==> src/inc/port_cfg_pkg.sv <==
// constants and carrier types for the interconnect port configuration register bank
// assumes an avalon-mm slave with 32-bit data and byte addressing
package port_cfg_pkg;
   localparam int ADDR_W = 12;
   localparam int DATA_W = 32;
   localparam int BLK_SEL_W = 4;
   // slave-side interface block offsets
   localparam logic [ADDR_W-1:0] OFS_SLAVE_READ_PRIORITY  = 12'h100;
   localparam logic [ADDR_W-1:0] OFS_SLAVE_WRITE_PRIORITY = 12'h104;
   localparam logic [ADDR_W-1:0] OFS_SLAVE_ISSUE_LIMIT    = 12'h108;
   // internal interface block offsets
   localparam logic [ADDR_W-1:0] OFS_IB_SWITCH_ISSUE      = 12'h008;
   localparam logic [ADDR_W-1:0] OFS_IB_CLOCK_CROSSING    = 12'h020;
   // widths
   localparam int PRIORITY_W = 4;
   localparam int ISSUE_W = 2;
   localparam int CROSSING_W = 3;
   // field positions
   localparam int ISSUE_READ_BIT = 0;
   localparam int ISSUE_WRITE_BIT = 1;
   // reset values
   localparam logic [3:0] RST_PRIORITY = 4'h0;
   localparam logic [1:0] RST_ISSUE = 2'h0;
   localparam logic [2:0] RST_CROSSING = 3'h4;

   typedef enum logic [2:0] {
      CROSS_SYNC_1_1 = 3'b000,
      CROSS_SYNC_M_1 = 3'b001,
      CROSS_SYNC_1_N = 3'b010,
      CROSS_SYNC_M_N = 3'b011,
      CROSS_ASYNC    = 3'b100
   } crossing_mode_type;

   typedef struct packed {
      logic       read_one;
      logic       write_one;
   } issue_limit_type;

   typedef struct packed {
      logic [3:0]      read_priority;
      logic [3:0]      write_priority;
      issue_limit_type issue_limit;
   } slave_cfg_type;

   typedef struct packed {
      issue_limit_type   switch_issue;
      crossing_mode_type crossing;
   } ib_cfg_type;
endpackage

==> src/logic/port_cfg_regs.sv <==
// register bank: one slave-side interface block page and NUM_IB internal block pages
// assumes an avalon-mm master keeping read and write exclusive; config outputs feed the datapath on mclk
//
// Chosen here: the Avalon-MM slave port.
`timescale 1ns/1ps
module port_cfg_regs #(
   parameter int         NUM_IB            = 2,
   parameter bit         PRIORITY_PROG     = 1'b1,
   parameter logic [3:0] READ_PRIORITY_RST  = port_cfg_pkg::RST_PRIORITY,
   parameter logic [3:0] WRITE_PRIORITY_RST = port_cfg_pkg::RST_PRIORITY,
   parameter bit         CROSSING_PROG     = 1'b1
) (
   // clock and reset
   input  wire logic                                         mclk,
   input  wire logic                                         rst,
   // avalon-mm slave
   input  wire logic [port_cfg_pkg::BLK_SEL_W+port_cfg_pkg::ADDR_W-1:0] address,
   input  wire logic                                         read,
   input  wire logic                                         write,
   input  wire logic [3:0]                                   byteenable,
   input  wire logic [port_cfg_pkg::DATA_W-1:0]              writedata,
   output logic      [port_cfg_pkg::DATA_W-1:0]              readdata,
   output logic                                              waitrequest,
   // configuration to the datapath
   output port_cfg_pkg::slave_cfg_type                       slave_cfg,
   output port_cfg_pkg::ib_cfg_type [NUM_IB-1:0]             ib_cfg
);
   localparam int AW = port_cfg_pkg::ADDR_W;
   localparam int PW = port_cfg_pkg::BLK_SEL_W;
   localparam int DW = port_cfg_pkg::DATA_W;
   localparam int QW = port_cfg_pkg::PRIORITY_W;
   localparam int IW = port_cfg_pkg::ISSUE_W;

   // build-time checks: refuse options that the page decode and the read mux cannot serve
   if (NUM_IB < 1) begin : gen_chk_ib_low
      $error("NUM_IB must be at least 1");
   end
   if (NUM_IB > (1 << PW) - 1) begin : gen_chk_ib_high
      $error("NUM_IB exceeds the pages that the address can select");
   end
   if (DW < QW || DW < IW) begin : gen_chk_data
      $error("data bus narrower than a register field");
   end
   if (port_cfg_pkg::ISSUE_READ_BIT >= IW || port_cfg_pkg::ISSUE_WRITE_BIT >= IW) begin : gen_chk_bits
      $error("issue override bit positions lie outside the register");
   end
   if (port_cfg_pkg::OFS_SLAVE_READ_PRIORITY == port_cfg_pkg::OFS_SLAVE_ISSUE_LIMIT) begin : gen_chk_ofs
      $error("slave-side offsets overlap");
   end
   if ($bits(port_cfg_pkg::slave_cfg_type) != 2 * QW + IW) begin : gen_chk_carrier
      $error("slave configuration carrier does not match the field widths");
   end

   // address split: page 0 is the slave-side block, page k is internal block k-1
   wire logic [PW-1:0] page     = address[PW+AW-1:AW];
   wire logic [AW-1:0] ofs      = address[AW-1:0];
   wire logic          is_slave = (page == PW'(0));

   // avalon handshake: exactly one wait state per access, writes land in the answer cycle
   logic      ack_r;
   logic      ack_nxt;
   wire logic req      = read | write;
   wire logic first    = req & ~ack_r;
   wire logic do_write = write & ack_r;
   wire logic wr_lane0 = do_write & byteenable[0];
   // read data is latched at the request edge so that it already stands when the
   // master samples waitrequest low; this relies on the address being held meanwhile
   wire logic rd_load  = read & ~ack_r;

   assign waitrequest = first;
   assign ack_nxt     = first;

   always_ff @(posedge mclk or posedge rst) begin
      if (rst) begin
         ack_r <= 1'b0;
      end else begin
         ack_r <= ack_nxt;
      end
   end

   // slave-side decode; the priority offsets vanish when priority is fixed at build time
   wire logic prio_here = is_slave & PRIORITY_PROG;
   wire logic hit_rprio = prio_here & (ofs == port_cfg_pkg::OFS_SLAVE_READ_PRIORITY);
   wire logic hit_wprio = prio_here & (ofs == port_cfg_pkg::OFS_SLAVE_WRITE_PRIORITY);
   wire logic hit_slim  = is_slave & (ofs == port_cfg_pkg::OFS_SLAVE_ISSUE_LIMIT);

   wire logic wr_rprio  = wr_lane0 & hit_rprio;
   wire logic wr_wprio  = wr_lane0 & hit_wprio;
   wire logic wr_slim   = wr_lane0 & hit_slim;

   // reset value is the zero default unless built as programmable with a chosen value
   localparam logic [QW-1:0] RPRIO_RST = PRIORITY_PROG ? READ_PRIORITY_RST : port_cfg_pkg::RST_PRIORITY;
   localparam logic [QW-1:0] WPRIO_RST = PRIORITY_PROG ? WRITE_PRIORITY_RST : port_cfg_pkg::RST_PRIORITY;

   logic [QW-1:0] rprio_r;
   logic [QW-1:0] wprio_r;
   logic [IW-1:0] slim_r;

   cfg_field #(
      .WIDTH     (QW),
      .RST_VALUE (RPRIO_RST)
   ) rprio_field (
      .mclk    (mclk),
      .rst     (rst),
      .wr_en   (wr_rprio),
      .wr_data (writedata[QW-1:0]),
      .value   (rprio_r)
   );

   cfg_field #(
      .WIDTH     (QW),
      .RST_VALUE (WPRIO_RST)
   ) wprio_field (
      .mclk    (mclk),
      .rst     (rst),
      .wr_en   (wr_wprio),
      .wr_data (writedata[QW-1:0]),
      .value   (wprio_r)
   );

   cfg_field #(
      .WIDTH     (IW),
      .RST_VALUE (port_cfg_pkg::RST_ISSUE)
   ) slim_field (
      .mclk    (mclk),
      .rst     (rst),
      .wr_en   (wr_slim),
      .wr_data (writedata[IW-1:0]),
      .value   (slim_r)
   );

   assign slave_cfg = '{
      read_priority:  rprio_r,
      write_priority: wprio_r,
      issue_limit:    '{
         read_one:  slim_r[port_cfg_pkg::ISSUE_READ_BIT],
         write_one: slim_r[port_cfg_pkg::ISSUE_WRITE_BIT]
      }
   };

   // one register copy per internal block, each decoding its own page
   logic [NUM_IB-1:0][DW-1:0] ib_rd;

   for (genvar g = 0; g < NUM_IB; g++) begin : gen_ib
      wire logic sel = (page == PW'(g + 1));

      ib_page_regs #(
         .CROSSING_PROG (CROSSING_PROG)
      ) page_regs (
         .mclk      (mclk),
         .rst       (rst),
         .sel       (sel),
         .ofs       (ofs),
         .wr_lane0  (wr_lane0),
         .writedata (writedata),
         .rd_word   (ib_rd[g]),
         .cfg       (ib_cfg[g])
      );
   end

   // pages are exclusive, so or-ing the copies yields the selected one
   logic [DW-1:0] ib_rd_any;
   always_comb begin
      ib_rd_any = '0;
      for (int i = 0; i < NUM_IB; i++) begin
         ib_rd_any = ib_rd_any | ib_rd[i];
      end
   end

   // anything unmapped, absent or on a missing page reads as zero and takes no write
   wire logic [DW-1:0] slave_rd = hit_rprio ? DW'(rprio_r) :
                                  hit_wprio ? DW'(wprio_r) :
                                  hit_slim  ? DW'(slim_r)  : '0;
   wire logic [DW-1:0] rd_sel   = is_slave ? slave_rd : ib_rd_any;

   // read data holds until the next read, so a slow master may still look at it
   always_ff @(posedge mclk or posedge rst) begin
      if (rst) begin
         readdata <= '0;
      end else if (rd_load) begin
         readdata <= rd_sel;
      end
   end
endmodule

// one internal block page: switch issue override and clock-crossing selector
module ib_page_regs #(
   parameter bit CROSSING_PROG = 1'b1
) (
   // clock and reset
   input  wire logic                            mclk,
   input  wire logic                            rst,
   // decoded access from the bank
   input  wire logic                            sel,
   input  wire logic [port_cfg_pkg::ADDR_W-1:0] ofs,
   input  wire logic                            wr_lane0,
   input  wire logic [port_cfg_pkg::DATA_W-1:0] writedata,
   // read word and configuration of this block
   output logic      [port_cfg_pkg::DATA_W-1:0] rd_word,
   output port_cfg_pkg::ib_cfg_type             cfg
);
   localparam int DW = port_cfg_pkg::DATA_W;
   localparam int IW = port_cfg_pkg::ISSUE_W;
   localparam int CW = port_cfg_pkg::CROSSING_W;

   if (port_cfg_pkg::RST_CROSSING > CW'(port_cfg_pkg::CROSS_ASYNC)) begin : gen_chk_rst
      $error("crossing reset value is a reserved code");
   end
   if (port_cfg_pkg::OFS_IB_SWITCH_ISSUE == port_cfg_pkg::OFS_IB_CLOCK_CROSSING) begin : gen_chk_ofs
      $error("internal block offsets overlap");
   end
   if ($bits(port_cfg_pkg::ib_cfg_type) != IW + CW) begin : gen_chk_carrier
      $error("internal block carrier does not match the field widths");
   end

   wire logic hit_iss   = sel & (ofs == port_cfg_pkg::OFS_IB_SWITCH_ISSUE);
   wire logic hit_cross = sel & CROSSING_PROG & (ofs == port_cfg_pkg::OFS_IB_CLOCK_CROSSING);
   // reserved codes are refused so the datapath never sees an undefined scheme
   wire logic code_ok   = (writedata[CW-1:0] <= CW'(port_cfg_pkg::CROSS_ASYNC));

   wire logic wr_iss    = wr_lane0 & hit_iss;
   wire logic wr_cross  = wr_lane0 & hit_cross & code_ok;

   logic [IW-1:0] iss_r;
   logic [CW-1:0] cross_r;

   cfg_field #(
      .WIDTH     (IW),
      .RST_VALUE (port_cfg_pkg::RST_ISSUE)
   ) iss_field (
      .mclk    (mclk),
      .rst     (rst),
      .wr_en   (wr_iss),
      .wr_data (writedata[IW-1:0]),
      .value   (iss_r)
   );

   cfg_field #(
      .WIDTH     (CW),
      .RST_VALUE (port_cfg_pkg::RST_CROSSING)
   ) cross_field (
      .mclk    (mclk),
      .rst     (rst),
      .wr_en   (wr_cross),
      .wr_data (writedata[CW-1:0]),
      .value   (cross_r)
   );

   assign cfg = '{
      switch_issue: '{
         read_one:  iss_r[port_cfg_pkg::ISSUE_READ_BIT],
         write_one: iss_r[port_cfg_pkg::ISSUE_WRITE_BIT]
      },
      crossing:     port_cfg_pkg::crossing_mode_type'(cross_r)
   };

   assign rd_word = hit_iss   ? DW'(iss_r)   :
                    hit_cross ? DW'(cross_r) : '0;
endmodule

// one read-write field: loads on a qualified write, otherwise holds
module cfg_field #(
   parameter int               WIDTH     = 4,
   parameter logic [WIDTH-1:0] RST_VALUE = '0
) (
   // clock and reset
   input  wire logic             mclk,
   input  wire logic             rst,
   // write port
   input  wire logic             wr_en,
   input  wire logic [WIDTH-1:0] wr_data,
   // stored value
   output logic      [WIDTH-1:0] value
);
   if (WIDTH < 1) begin : gen_chk_width
      $error("a field needs at least one bit");
   end

   logic      [WIDTH-1:0] value_r;
   wire logic [WIDTH-1:0] value_nxt = wr_en ? wr_data : value_r;

   always_ff @(posedge mclk or posedge rst) begin
      if (rst) begin
         value_r <= RST_VALUE;
      end else begin
         value_r <= value_nxt;
      end
   end

   assign value = value_r;
endmodule

==> config.mk <==
export PLATFORM = sky130hd
export DESIGN_NAME = port_cfg_regs
export DESIGN_NICKNAME = d
export VERILOG_FILES = /design/src/inc/port_cfg_pkg.sv /design/src/logic/port_cfg_regs.sv
export SDC_FILE = /design/constraint.sdc
export NUM_CORES = 1
export LEC_CHECK = 0
export ABC_CLOCK_PERIOD_IN_PS = 2100
export BUFFER_PORTS_ARGS = -buffer_cell sky130_fd_sc_hd__buf_2
export CAP_MARGIN = 5
export CORE_MARGIN = 8
export CORE_UTILIZATION = 41
export DETAILED_ROUTE_END_ITERATION = 10
export PLACE_DENSITY = 0.8
export SLEW_MARGIN = 20
export SYNTH_ARGS = -nofsm -noshare
export SYNTH_HDL_FRONTEND = slang
export SYNTH_SLANG_ARGS = --single-unit
export TNS_END_PERCENT = 50
==> constraint.sdc <==
create_clock -name mclk -period 2.1 [get_ports mclk]
set_input_delay 0.315 -clock mclk [delete_from_list [all_inputs] [get_ports mclk]]
set_output_delay 0.315 -clock mclk [all_outputs]
set_load 0.1 [all_outputs]
# After elaboration in Yosys (flattened, before gate mapping)
# Index checks and enable logic that the tools add are counted.
[totals]
out_inout_bits = 53
elab_cells = 49
reg_bits = 53
[op_classes]
reduce_logical = 1
bitwise = 23
mux = 8
n_eq_ne = 7
magnitude_cmp = 1
[ops]
columns = ["operator", "count"]
rows = [
  ["$eq A12 B9 Y1 const B", 3],
  ["$mux W32", 1],
  ["$or A32 B32 Y32", 1],
  ["$and A1 B1 Y1", 20],
  ["$eq A12 B4 Y1 const B", 1],
  ["$eq A12 B6 Y1 const B", 1],
  ["$mux W3", 4],
  ["$mux W4", 2],
  ["$eq A4 B1 Y1 const B", 1],
  ["$eq A4 B2 Y1 const B", 1],
  ["$logic_not A4 Y1", 1],
  ["$le A3 B3 Y1 const B", 1],
  ["$mux W2", 1],
  ["$not A1 Y1", 1],
  ["$or A1 B1 Y1", 1],
]

# Logic depth before layout (Yosys ltp)
# Gate-level depths: netlist of run 1.
[depth]
depth_word = 6
ltp_mapped = 5
ltp_nobuf = 4

# Hierarchy
# A second synthesis of run 1 with hierarchy kept.
[hier_totals]
hier_cells = 309
hier_area_um2 = 2976.6
[by_module_without_submodules]
columns = ["mod", "area_per_inst_um2", "cells_per_inst", "seq_area_each_um2", "n_inst"]
rows = [
  ["port_cfg_regs", 1569.0, 170, 825.8, 1],
  ["ib_page_regs", 326.6, 46, 0.0, 2],
  ["cfg_field (rprio_field ...)", 148.9, 9, 100.1, 2],
  ["cfg_field (gen_ib[0].page_regs.iss_field ...)", 76.3, 5, 50.0, 3],
  ["cfg_field (gen_ib[0].page_regs.cross_field ...)", 113.9, 7, 76.3, 2],
]

# Least setup slack after synthesis of run 1
# Ideal clock, no wire load.
[synth_path]
path_type = "flip-flop to output port"
start = "reg ack_r"
end = "out waitrequest"
path_stages_with_launch = 2
arrival_ns = 1.676
path_slack_ns = 0.109
t_required_ns = 1.785
cell_sequence = "dfrtp_1 -> nor2_1"
[synth_between]
elab_chain_cells = 2
[synth_rtl]
columns = ["element", "line_no", "text"]
rows = [
  ["start, declared", "port_cfg_regs.sv:60", "logic ack_r;"],
  ["start signal, assigned", "port_cfg_regs.sv:77", "ack_r <= ack_nxt;"],
  ["$not A1 Y1", "port_cfg_regs.sv:63", "wire logic first = req & ~ack_r;"],
  ["$and A1 B1 Y1", "port_cfg_regs.sv:63", ""],
  ["end, declared", "port_cfg_regs.sv:23", "output logic waitrequest,"],
]
# Every way passes these cells.

# Final worst setup path of run 1
[layout_path]
start = "in address[9] (netlist bit)"
end = "reg gen_ib[0].page_regs.iss_field.value_r[0]"
[layout_between]
elab_chain_cells = 3
[layout_rtl]
columns = ["element", "line_no", "text"]
rows = [
  ["start, declared", "port_cfg_regs.sv:17", "input wire logic [port_cfg_pkg::BLK_SEL_W+port_cfg_pkg::ADDR_W-1:0] address,"],
  ["$eq A12 B4 Y1", "port_cfg_regs.sv:216", "wire logic hit_iss = sel & (ofs == port_cfg_pkg::OFS_IB_SWITCH_ISSUE);"],
  ["$and A1 B1 Y1", "port_cfg_regs.sv:216", ""],
  ["$and A1 B1 Y1", "port_cfg_regs.sv:221", "wire logic wr_iss = wr_lane0 & hit_iss;"],
  ["end signal, assigned", "port_cfg_regs.sv:286", "value_r <= value_nxt;"],
  ["end, declared", "port_cfg_regs.sv:279", "logic [WIDTH-1:0] value_r;"],
]
# Every way passes these cells.
# A chain may end at the register's enable or synchronous reset.

==> metrics.csv, run 1 <==
stage;metric;value;unit
outcome;status;complete, no violations;
final_layout;nets@finish;246;
clock_tree;Clock Latency Late Sink;0.27;ns
synthesis;Synth area leaders;dfrtp_1 36%, mux2_2 16%, buf_4 13%;
placed_design;placement-stage cell area;0.00177;mm²
worst_setup_path;dominant delay contributor by cell family on the critical path;simple AND/OR/NAND/NOR gates;
worst_setup_path;highest net fanout along the worst path;5;
worst_setup_path;cells along the critical path;buf_2, nor4_4, nand4b_1, nor4_2, mux2_2;
synthesis;Synth Cell Area;0.00158;mm²
grt;pin count of the biggest net entering global routing;26;
sta;post-route clock period utilization;0.792;
worst_setup_path;CP Capture Type;register;
grt;global router's overall resource usage;0.116;
worst_setup_path;critical path arrival;1.83;ns
grt;vias in the first global route;1223;
die;Std-Cell Core Area;0.00369;mm²
power_and_ir_drop;Comb pwr share;0.344;
synthesis;average instance area after synthesis;11.4;µm²
synthesis;sequential cell area fraction in the yosys report;0.398;
placed_design;Post-DP HPWL;3020;µm
synthesis;cell type with the highest aggregate area in the netlist;dfrtp_1;
die;number of primary I/O pins;109;
synthesis;commonest cells in the synthesized netlist;28 x buf_4, 23 x dfrtp_1, 22 x mux2_2, 8 x nor2_1, 4 x nor2b_1;
clock_tree;CTS sink count;25;
power_and_ir_drop;Pint;0.672;mW
detailed_routing;routed len/inst;15.3;µm
detailed_routing;via total after detailed routing;1146;
worst_setup_path;worst setup path category;in2reg;
sta;final period demand of the worst path;1.66;ns
synthesis;simple logic cell fraction of the synthesized area;0.214;
synthesis;unique cell type count in the Yosys netlist;36;
die;die area;0.00609;mm²
clock_tree;number of buffers added for setup after CTS;0;
grt;global-route wire length before repair;5840;µm
clock_tree;CTS hold repair buffers;0;
synthesis;xor-xnor portion of the synthesized cell area;0;
synthesis;number of warnings printed during yosys synthesis;0;
detailed_routing;Initial DRC Count;13;
sta;worst clock skew on the final layout;0.00220;ns
grt;Overflow after GRT;0;
worst_setup_path;kind of start point of the critical path;input pin;
clock_tree;number of instances resized during post-cts repair;0;
power_and_ir_drop;proportion of total power due to net switching;0.449;
power_and_ir_drop;sequential cell fraction of total power;0.410;
synthesis;dominant combinational cell family by area after synthesis;simple AND/OR/NAND/NOR gates;
detailed_routing;vias per cell;4.84;
power_and_ir_drop;power density of the placed cells;671;mW/mm²
synthesis;prevailing post-synth register cell;dfrtp_1;
worst_hold_path;type of the worst min-delay path;in2async;
detailed_routing;routed wire length;3630;µm
worst_setup_path;path depth of the worst reg2reg path;4;
worst_setup_path;Reg2Reg Launch Point;ack_r;
sta;RSZ-0062 raised after global routing;false;
synthesis;register bit total from synthesis;25;
die;starting density of the core;0.428;
final_layout;fraction of final layout cells sized beyond drive strength 1;0.476;
power_and_ir_drop;sw power;0.548;mW
clock_tree;clock tree from TritonCTS;done;
placed_design;routability congestion estimate;0.758;
clock_tree;Clock transition at path regs;0.09;ns
worst_setup_path;buffering stage count on the worst path with inverters included;1;
worst_setup_path;critical register-to-register path endpoint;wprio_field.value[3];
clock_tree;maximum level of the CTS H-tree;1;
synthesis;most common cell in the synthesized netlist;buf_4;
placed_design;buffers added on ports;49;
synthesis;area share of the largest cell type after synthesis;0.365;
die;height of the die;78.0;µm
power_and_ir_drop;Leakage Power;0.913;nW
worst_setup_path;cell with the largest stage delay on the worst path;nor4_4;
worst_setup_path;highest cell delay on the worst timing path;0.39;ns
synthesis;number of enable-type register cells in the synthesized netlist;0;
sta;final-layout worst hold slack;0.0633;ns
worst_setup_path;setup slack, reg-to-reg;0.46;ns
die;die width;78.0;µm
run;max-cap violations;0;
sta;final count of hold timing violations;0;
clock_tree;CTS max path bufs;2;
power_and_ir_drop;IR drop worst, VDD;0.427;mV
clock_tree;buffer type at the clock tree root;clkbuf_8;
die;row count;22;
sta;Max Slew Vio Count;0;
sta;max frequency;601;MHz
final_layout;area growth from synthesis to layout;15.2;%
grt;number of antenna violations at the first check in global routing;0;
sta;Finish-stage setup viols;0;
detailed_routing;count of unresolved DRC violations after routing;0;
worst_setup_path;required time at the worst-slack endpoint;2.27;ns
synthesis;synthesized-area fraction occupied by ao, oa, aoi and oai cells;0.0674;
power_and_ir_drop;fraction of power consumed by the clock network;0.246;
sta;setup_tns;0;ns
detailed_routing;detailed-routing iteration count for the pre-antenna-repair pass;4;
detailed_routing;Final ANT Viol Nets;0;
synthesis;mux contribution to synthesized area;0.170;
clock_tree;Inserted Clock Buffers;3;
synthesis;Syn Inst Count;139;
final_layout;antenna diode instance count;0;
synthesis;adder-cell share of the synthesized area;0;
final_layout;Non-Filler Cell Area, Final;0.00182;mm²
synthesis;asr flop ratio synth;1.00;
-- kinds of logic (layout without fill, tap and decap cells) --
family | Yosys count | count (layout)
simple gates | 41 | 41
other cells | 1 | 28
buf+inv | 34 | 57
flops | 25 | 25
mux | 24 | 24
compound gates | 14 | 14
-- layer usage --
layer | track usage | part of all wire
met5 | 0 | 0
met4 | 0.0333 | 0.0050
met3 | 0.0308 | 0.090
met2 | 0.199 | 0.49
met1 | 0.140 | 0.41
-- cell usage in the layout, fill, tap and decap left out, types with 3 or more instances in the layout --
| cell type | count |
|---|---|
| buf_2 | 49 |
| conb_1 | 28 |
| dfrtp_1 | 23 |
| mux2_2 | 22 |
| nor2_1 | 8 |
| nor2b_1 | 4 |
| nor4_4 | 3 |
| nand2_1 | 3 |
| a22o_1 | 3 |
| a31oi_1 | 3 |
| inv_1 | 3 |
| nand3_1 | 3 |
| nor4_2 | 3 |
| clkbuf_8 | 3 |
-- power by group through the flow --
stage,Sequential [mW],Combinational (mW),Clock (mW)
floorplan,0.585,0.324,0
global placement,0.509,0.417,0
detailed placement,0.511,0.419,0
CTS,0.501,0.420,0.301
global route,0.503,0.435,0.324
finish,0.500,0.420,0.300
-- sequential cells by signal, summed over array words and instances, names as in the netlist --
signal,count
gen_ib.page_regs.cross_field.value,6
gen_ib.page_regs.iss_field.value,4
readdata,4
rprio_field.value,4
wprio_field.value,4
slim_field.value,2
ack_r,1
-- worst max path at each step --
stage                          start  depth (start not counted)                                      to
final                     address[9]                          5  gen_ib[0].page_regs.iss_field.value[0]
after global routing      address[9]                          5  gen_ib[0].page_regs.iss_field.value[0]
after CTS                 address[9]                          5  gen_ib[1].page_regs.iss_field.value[1]
after detailed placement  address[9]                          5  gen_ib[1].page_regs.iss_field.value[1]
after global placement    address[9]                          5                    wprio_field.value[1]
after floorplan                ack_r                          1                             waitrequest
-- layout make-up --
class                      instances  area (µm²)
timing repair buffer              50         253
inverter                           3        11.3
clock inverter                     1        7.51
sequential                        25         628
fill                             372        1870
multi-input combinational        107         817
clock buffer                       3        41.3
tap                               48        60.1
-- per-stage QoR --
step | power [mW] | utilization | worst slack (ns) | instances
finish | 1.22 | 0.493 | 0.437 | 237
global route | 1.26 | 0.493 | 0.338 | 237
CTS | 1.22 | 0.493 | 0.428 | 237
detailed placement | 0.930 | 0.480 | 0.143 | 233
global placement | 0.925 | 0.480 | 0.155 | 233
floorplan | 0.908 | - | 0.109 | 166
-- worst register-to-register path, stage by stage (launching register included) --
cell and delay, ns:
dfrtp_1 0.38, and3_1 0.21, nand3_2 0.17, nor4b_4 0.39, mux2_2 0.38
Power figures use the tool's default switching activity.
==> inputs of run 2 (changes only) <==
ABC_AREA = 1   (was not set)
ABC_CLOCK_PERIOD_IN_PS = 1470   (was 2100)
CORE_UTILIZATION = 38   (was 41)
PLACE_DENSITY = 0.76   (was 0.8)
clock period = 1.47 ns   (was 2.1 ns; I/O delays follow)
==> metrics.csv, run 2 <==
stage;metric;value;unit;change
worst_setup_path;CP Capture Type;output pin;;
final_layout;number of fill cells;441;;+19%
sta;Max Slew Vio Count;0;;unchanged
power_and_ir_drop;IR drop worst, VDD;0.315;mV;-26%
synthesis;commonest cells in the synthesized netlist;51 x nand2_1, 29 x buf_4, 23 x dfrtp_1, 23 x inv_1;;
outcome;status;complete, no violations;;
sta;Finish-stage setup viols;0;;unchanged
final_layout;number of flip-flops under the largest register name;6;;unchanged
worst_setup_path;cell with the largest stage delay on the worst path;buf_2;;
clock_tree;CTS sink count;25;;unchanged
synthesis;Synth Cell Area;0.00166;mm²;+5.4%
final_layout;nets@finish;327;;+33%
final_layout;area growth from synthesis to layout;20.1;%;
die;Std-Cell Core Area;0.00429;mm²;+16%
die;die area;0.00675;mm²;+11%
worst_hold_path;type of the worst min-delay path;in2reg;;
final_layout;combined area of the multi-input logic cells;820;µm²;+0.31%
worst_setup_path;highest net fanout along the worst path;3;;-2
synthesis;area share of the largest cell type after synthesis;0.346;;-0.0187
placed_design;routability congestion estimate;0.823;;+8.6%
final_layout;antenna diode instance count;0;;unchanged
synthesis;xor-xnor portion of the synthesized cell area;0;;unchanged
grt;global-route wire length before repair;6180;µm;+5.7%
synthesis;adder-cell share of the synthesized area;0;;unchanged
detailed_routing;vias per cell;4.52;;-6.6%
synthesis;Syn Inst Count;213;;+53%
grt;Overflow after GRT;0;;unchanged
clock_tree;Inserted Clock Buffers;3;;unchanged
grt;global router's overall resource usage;0.115;;-0.00150
grt;fraction of met1 tracks used by global routing;0.135;;-0.00550
sta;max frequency;745;MHz;
synthesis;average instance area after synthesis;7.81;µm²;-31%
power_and_ir_drop;power density of the placed cells;795;mW/mm²;+18%
worst_setup_path;buffering stage count on the worst path with inverters included;1;;unchanged
synthesis;simple logic cell fraction of the synthesized area;0.356;;+0.142
worst_setup_path;kind of start point of the critical path;register;;
synthesis;asr flop ratio synth;1.00;;unchanged
grt;GR Util met2;0.193;;-0.00625
power_and_ir_drop;fraction of power consumed by the clock network;0.250;;+0.004
clock_tree;CTS max path bufs;2;;unchanged
synthesis;cell type with the highest aggregate area in the netlist;dfrtp_1;;
power_and_ir_drop;Leakage Power;1.11;nW;+22%
worst_setup_path;worst setup path category;reg2out;;
synthesis;most common cell in the synthesized netlist;nand2_1;;
synthesis;sequential cell area fraction in the yosys report;0.378;;-0.0204
grt;global-route track usage on met3;0.0314;;+0.000634
clock_tree;maximum level of the CTS H-tree;1;;unchanged
power_and_ir_drop;sw power;0.638;mW;+16%
synthesis;unique cell type count in the Yosys netlist;20;;-44%
final_layout;most common cell after layout, fill and taps aside;nand2_1;;
worst_setup_path;critical path arrival;1.12;ns;-0.71 ns
power_and_ir_drop;proportion of total power due to net switching;0.402;;-0.0471
synthesis;number of warnings printed during yosys synthesis;0;;unchanged
grt;grt peak-use layer;met2;;
synthesis;number of enable-type register cells in the synthesized netlist;0;;unchanged
die;height of the die;82.2;µm;+5.3%
detailed_routing;Initial DRC Count;35;;+22
detailed_routing;Final ANT Viol Nets;0;;unchanged
synthesis;prevailing post-synth register cell;dfrtp_1;;
final_layout;final cell utilization of the core;0.465;;-0.0278
die;row count;24;;+9.1%
final_layout;fraction of final layout cells sized beyond drive strength 1;0.319;;-0.158
synthesis;register bit total from synthesis;25;;unchanged
synthesis;mux contribution to synthesized area;0;;-0.170
synthesis;Synth area leaders;dfrtp_1 35%, buf_4 13%, nand2_1 12%;;
die;number of primary I/O pins;109;;unchanged
placed_design;buffers added on ports;49;;unchanged
die;starting density of the core;0.387;;-0.0405
sta;final period demand of the worst path;1.34;ns;
detailed_routing;via total after detailed routing;1455;;+27%
synthesis;dominant combinational cell family by area after synthesis;simple AND/OR/NAND/NOR gates;;
grt;pin count of the biggest net entering global routing;26;;unchanged
detailed_routing;routed len/inst;12.4;µm;-19%
final_layout;most frequent cells in the layout;51 x nand2_1, 46 x buf_2, 28 x conb_1, 23 x inv_1, 23 x dfrtp_1;;
power_and_ir_drop;sequential cell fraction of total power;0.438;;+0.028
power_and_ir_drop;Pint;0.949;mW;+41%
power_and_ir_drop;Comb pwr share;0.312;;-0.032
grt;number of antenna violations at the first check in global routing;0;;unchanged
worst_setup_path;dominant delay contributor by cell family on the critical path;buffers and inverters;;
clock_tree;Clock transition at path regs;0.08;ns;about the same
clock_tree;number of instances resized during post-cts repair;0;;unchanged
die;die width;82.2;µm;+5.3%
grt;vias in the first global route;1403;;+15%
synthesis;synthesized-area fraction occupied by ao, oa, aoi and oai cells;0.0722;;+0.00483
clock_tree;number of buffers added for setup after CTS;0;;unchanged
final_layout;register area;628;µm²;unchanged
worst_setup_path;required time at the worst-slack endpoint;1.25;ns;-1.02 ns
clock_tree;buffer type at the clock tree root;clkbuf_8;;
detailed_routing;routed wire length;3990;µm;+10%
clock_tree;CTS hold repair buffers;1;;+1
sta;RSZ-0062 raised after global routing;false;;
sta;final count of hold timing violations;0;;unchanged
clock_tree;Clock Latency Late Sink;0.26;ns;about the same
detailed_routing;detailed-routing iteration count for the pre-antenna-repair pass;4;;unchanged
run;max-cap violations;0;;unchanged
placed_design;Post-DP HPWL;3290;µm;+8.9%
sta;setup_tns;0;ns;unchanged
clock_tree;clock tree from TritonCTS;done;;
worst_setup_path;cells along the critical path;buf_2;;
worst_setup_path;highest cell delay on the worst timing path;0.45;ns;+0.06 ns
sta;post-route clock period utilization;0.913;;
detailed_routing;count of unresolved DRC violations after routing;0;;unchanged
sta;worst clock skew on the final layout;0.00134;ns;-0.000853 ns
-- run 2: cells by family after synthesis --
group	Yosys count
and+or+nand+nor	107
buffers and inverters	56
DFF	25
AOI/OAI and AO/OA	24
other	1
-- run 2: final timing paths --
| check | slack [ns] | cells after the start | endpoint | start |
|---|---|---|---|---|
| min reg2reg | 0.48 | 2 | readdata[3] | readdata[3] |
| min | 0.18 | 3 | rprio_field.value[3] | writedata[3] |
| max | 0.13 | 1 | slave_cfg[1] | slim_field.value[0] |
| min in group asynchronous | 0.54 | 4 | gen_ib[0].page_regs.cross_field.value[0] | rst |
| max in group asynchronous | 0.64 | 4 | gen_ib[0].page_regs.cross_field.value[2] | rst |
| max reg2reg | 0.14 | 4 | wprio_field.value[1] | ack_r |
-- run 2: routing by layer --
metal,share of wire,vias up
li1,-,739
met1,0.41,650
met2,0.46,57
met3,0.11,9
met4,0.023,0
met5,0,-
-- run 2: layout make-up --
| type | instances | area share |
|---|---|---|
| inverters | 27 | 0.0508 |
| flip-flops and latches | 25 | 0.315 |
| clock buffers | 4 | 0.0226 |
| multi-input cells | 159 | 0.410 |
| well taps | 52 | 0.0326 |
| repair buffers | 55 | 0.169 |
-- run 2: power groups by stage --
stage / registers, mW / logic, mW / clock network, mW
finish: 0.695 / 0.495 / 0.397
global route: 0.696 / 0.517 / 0.438
CTS: 0.695 / 0.495 / 0.418
detailed placement: 0.709 / 0.492 / 0
global placement: 0.709 / 0.489 / 0
floorplan: 0.709 / 0.470 / 0
-- run 2: through the flow --
stage | hold WS [ns] | power [mW] | cell area, µm² | cells | worst slack, ns
4_1_cts | 0.178 | 1.61 | 2000 | 322 | 0.121
3_5_place_dp | 0.285 | 1.20 | 1940 | 317 | 0.0931
3_3_place_gp | 0.279 | 1.20 | 1940 | 317 | 0.103
5_1_grt | 0.189 | 1.65 | 2000 | 322 | 0.0150
2_1_floorplan | 0.246 | 1.18 | 1770 | 240 | 0.00940
6_report | 0.184 | 1.59 | 2000 | 322 | 0.128
-- run 2: tightest hold or removal path, delay by kind of cell --
| family | cells | cell delay, ns |
|---|---|---|
| AOI/OAI and AO/OA | 1 | 0.06 |
| buffers and inverters | 1 | 0.09 |
| and+or+nand+nor | 1 | 0.04 |
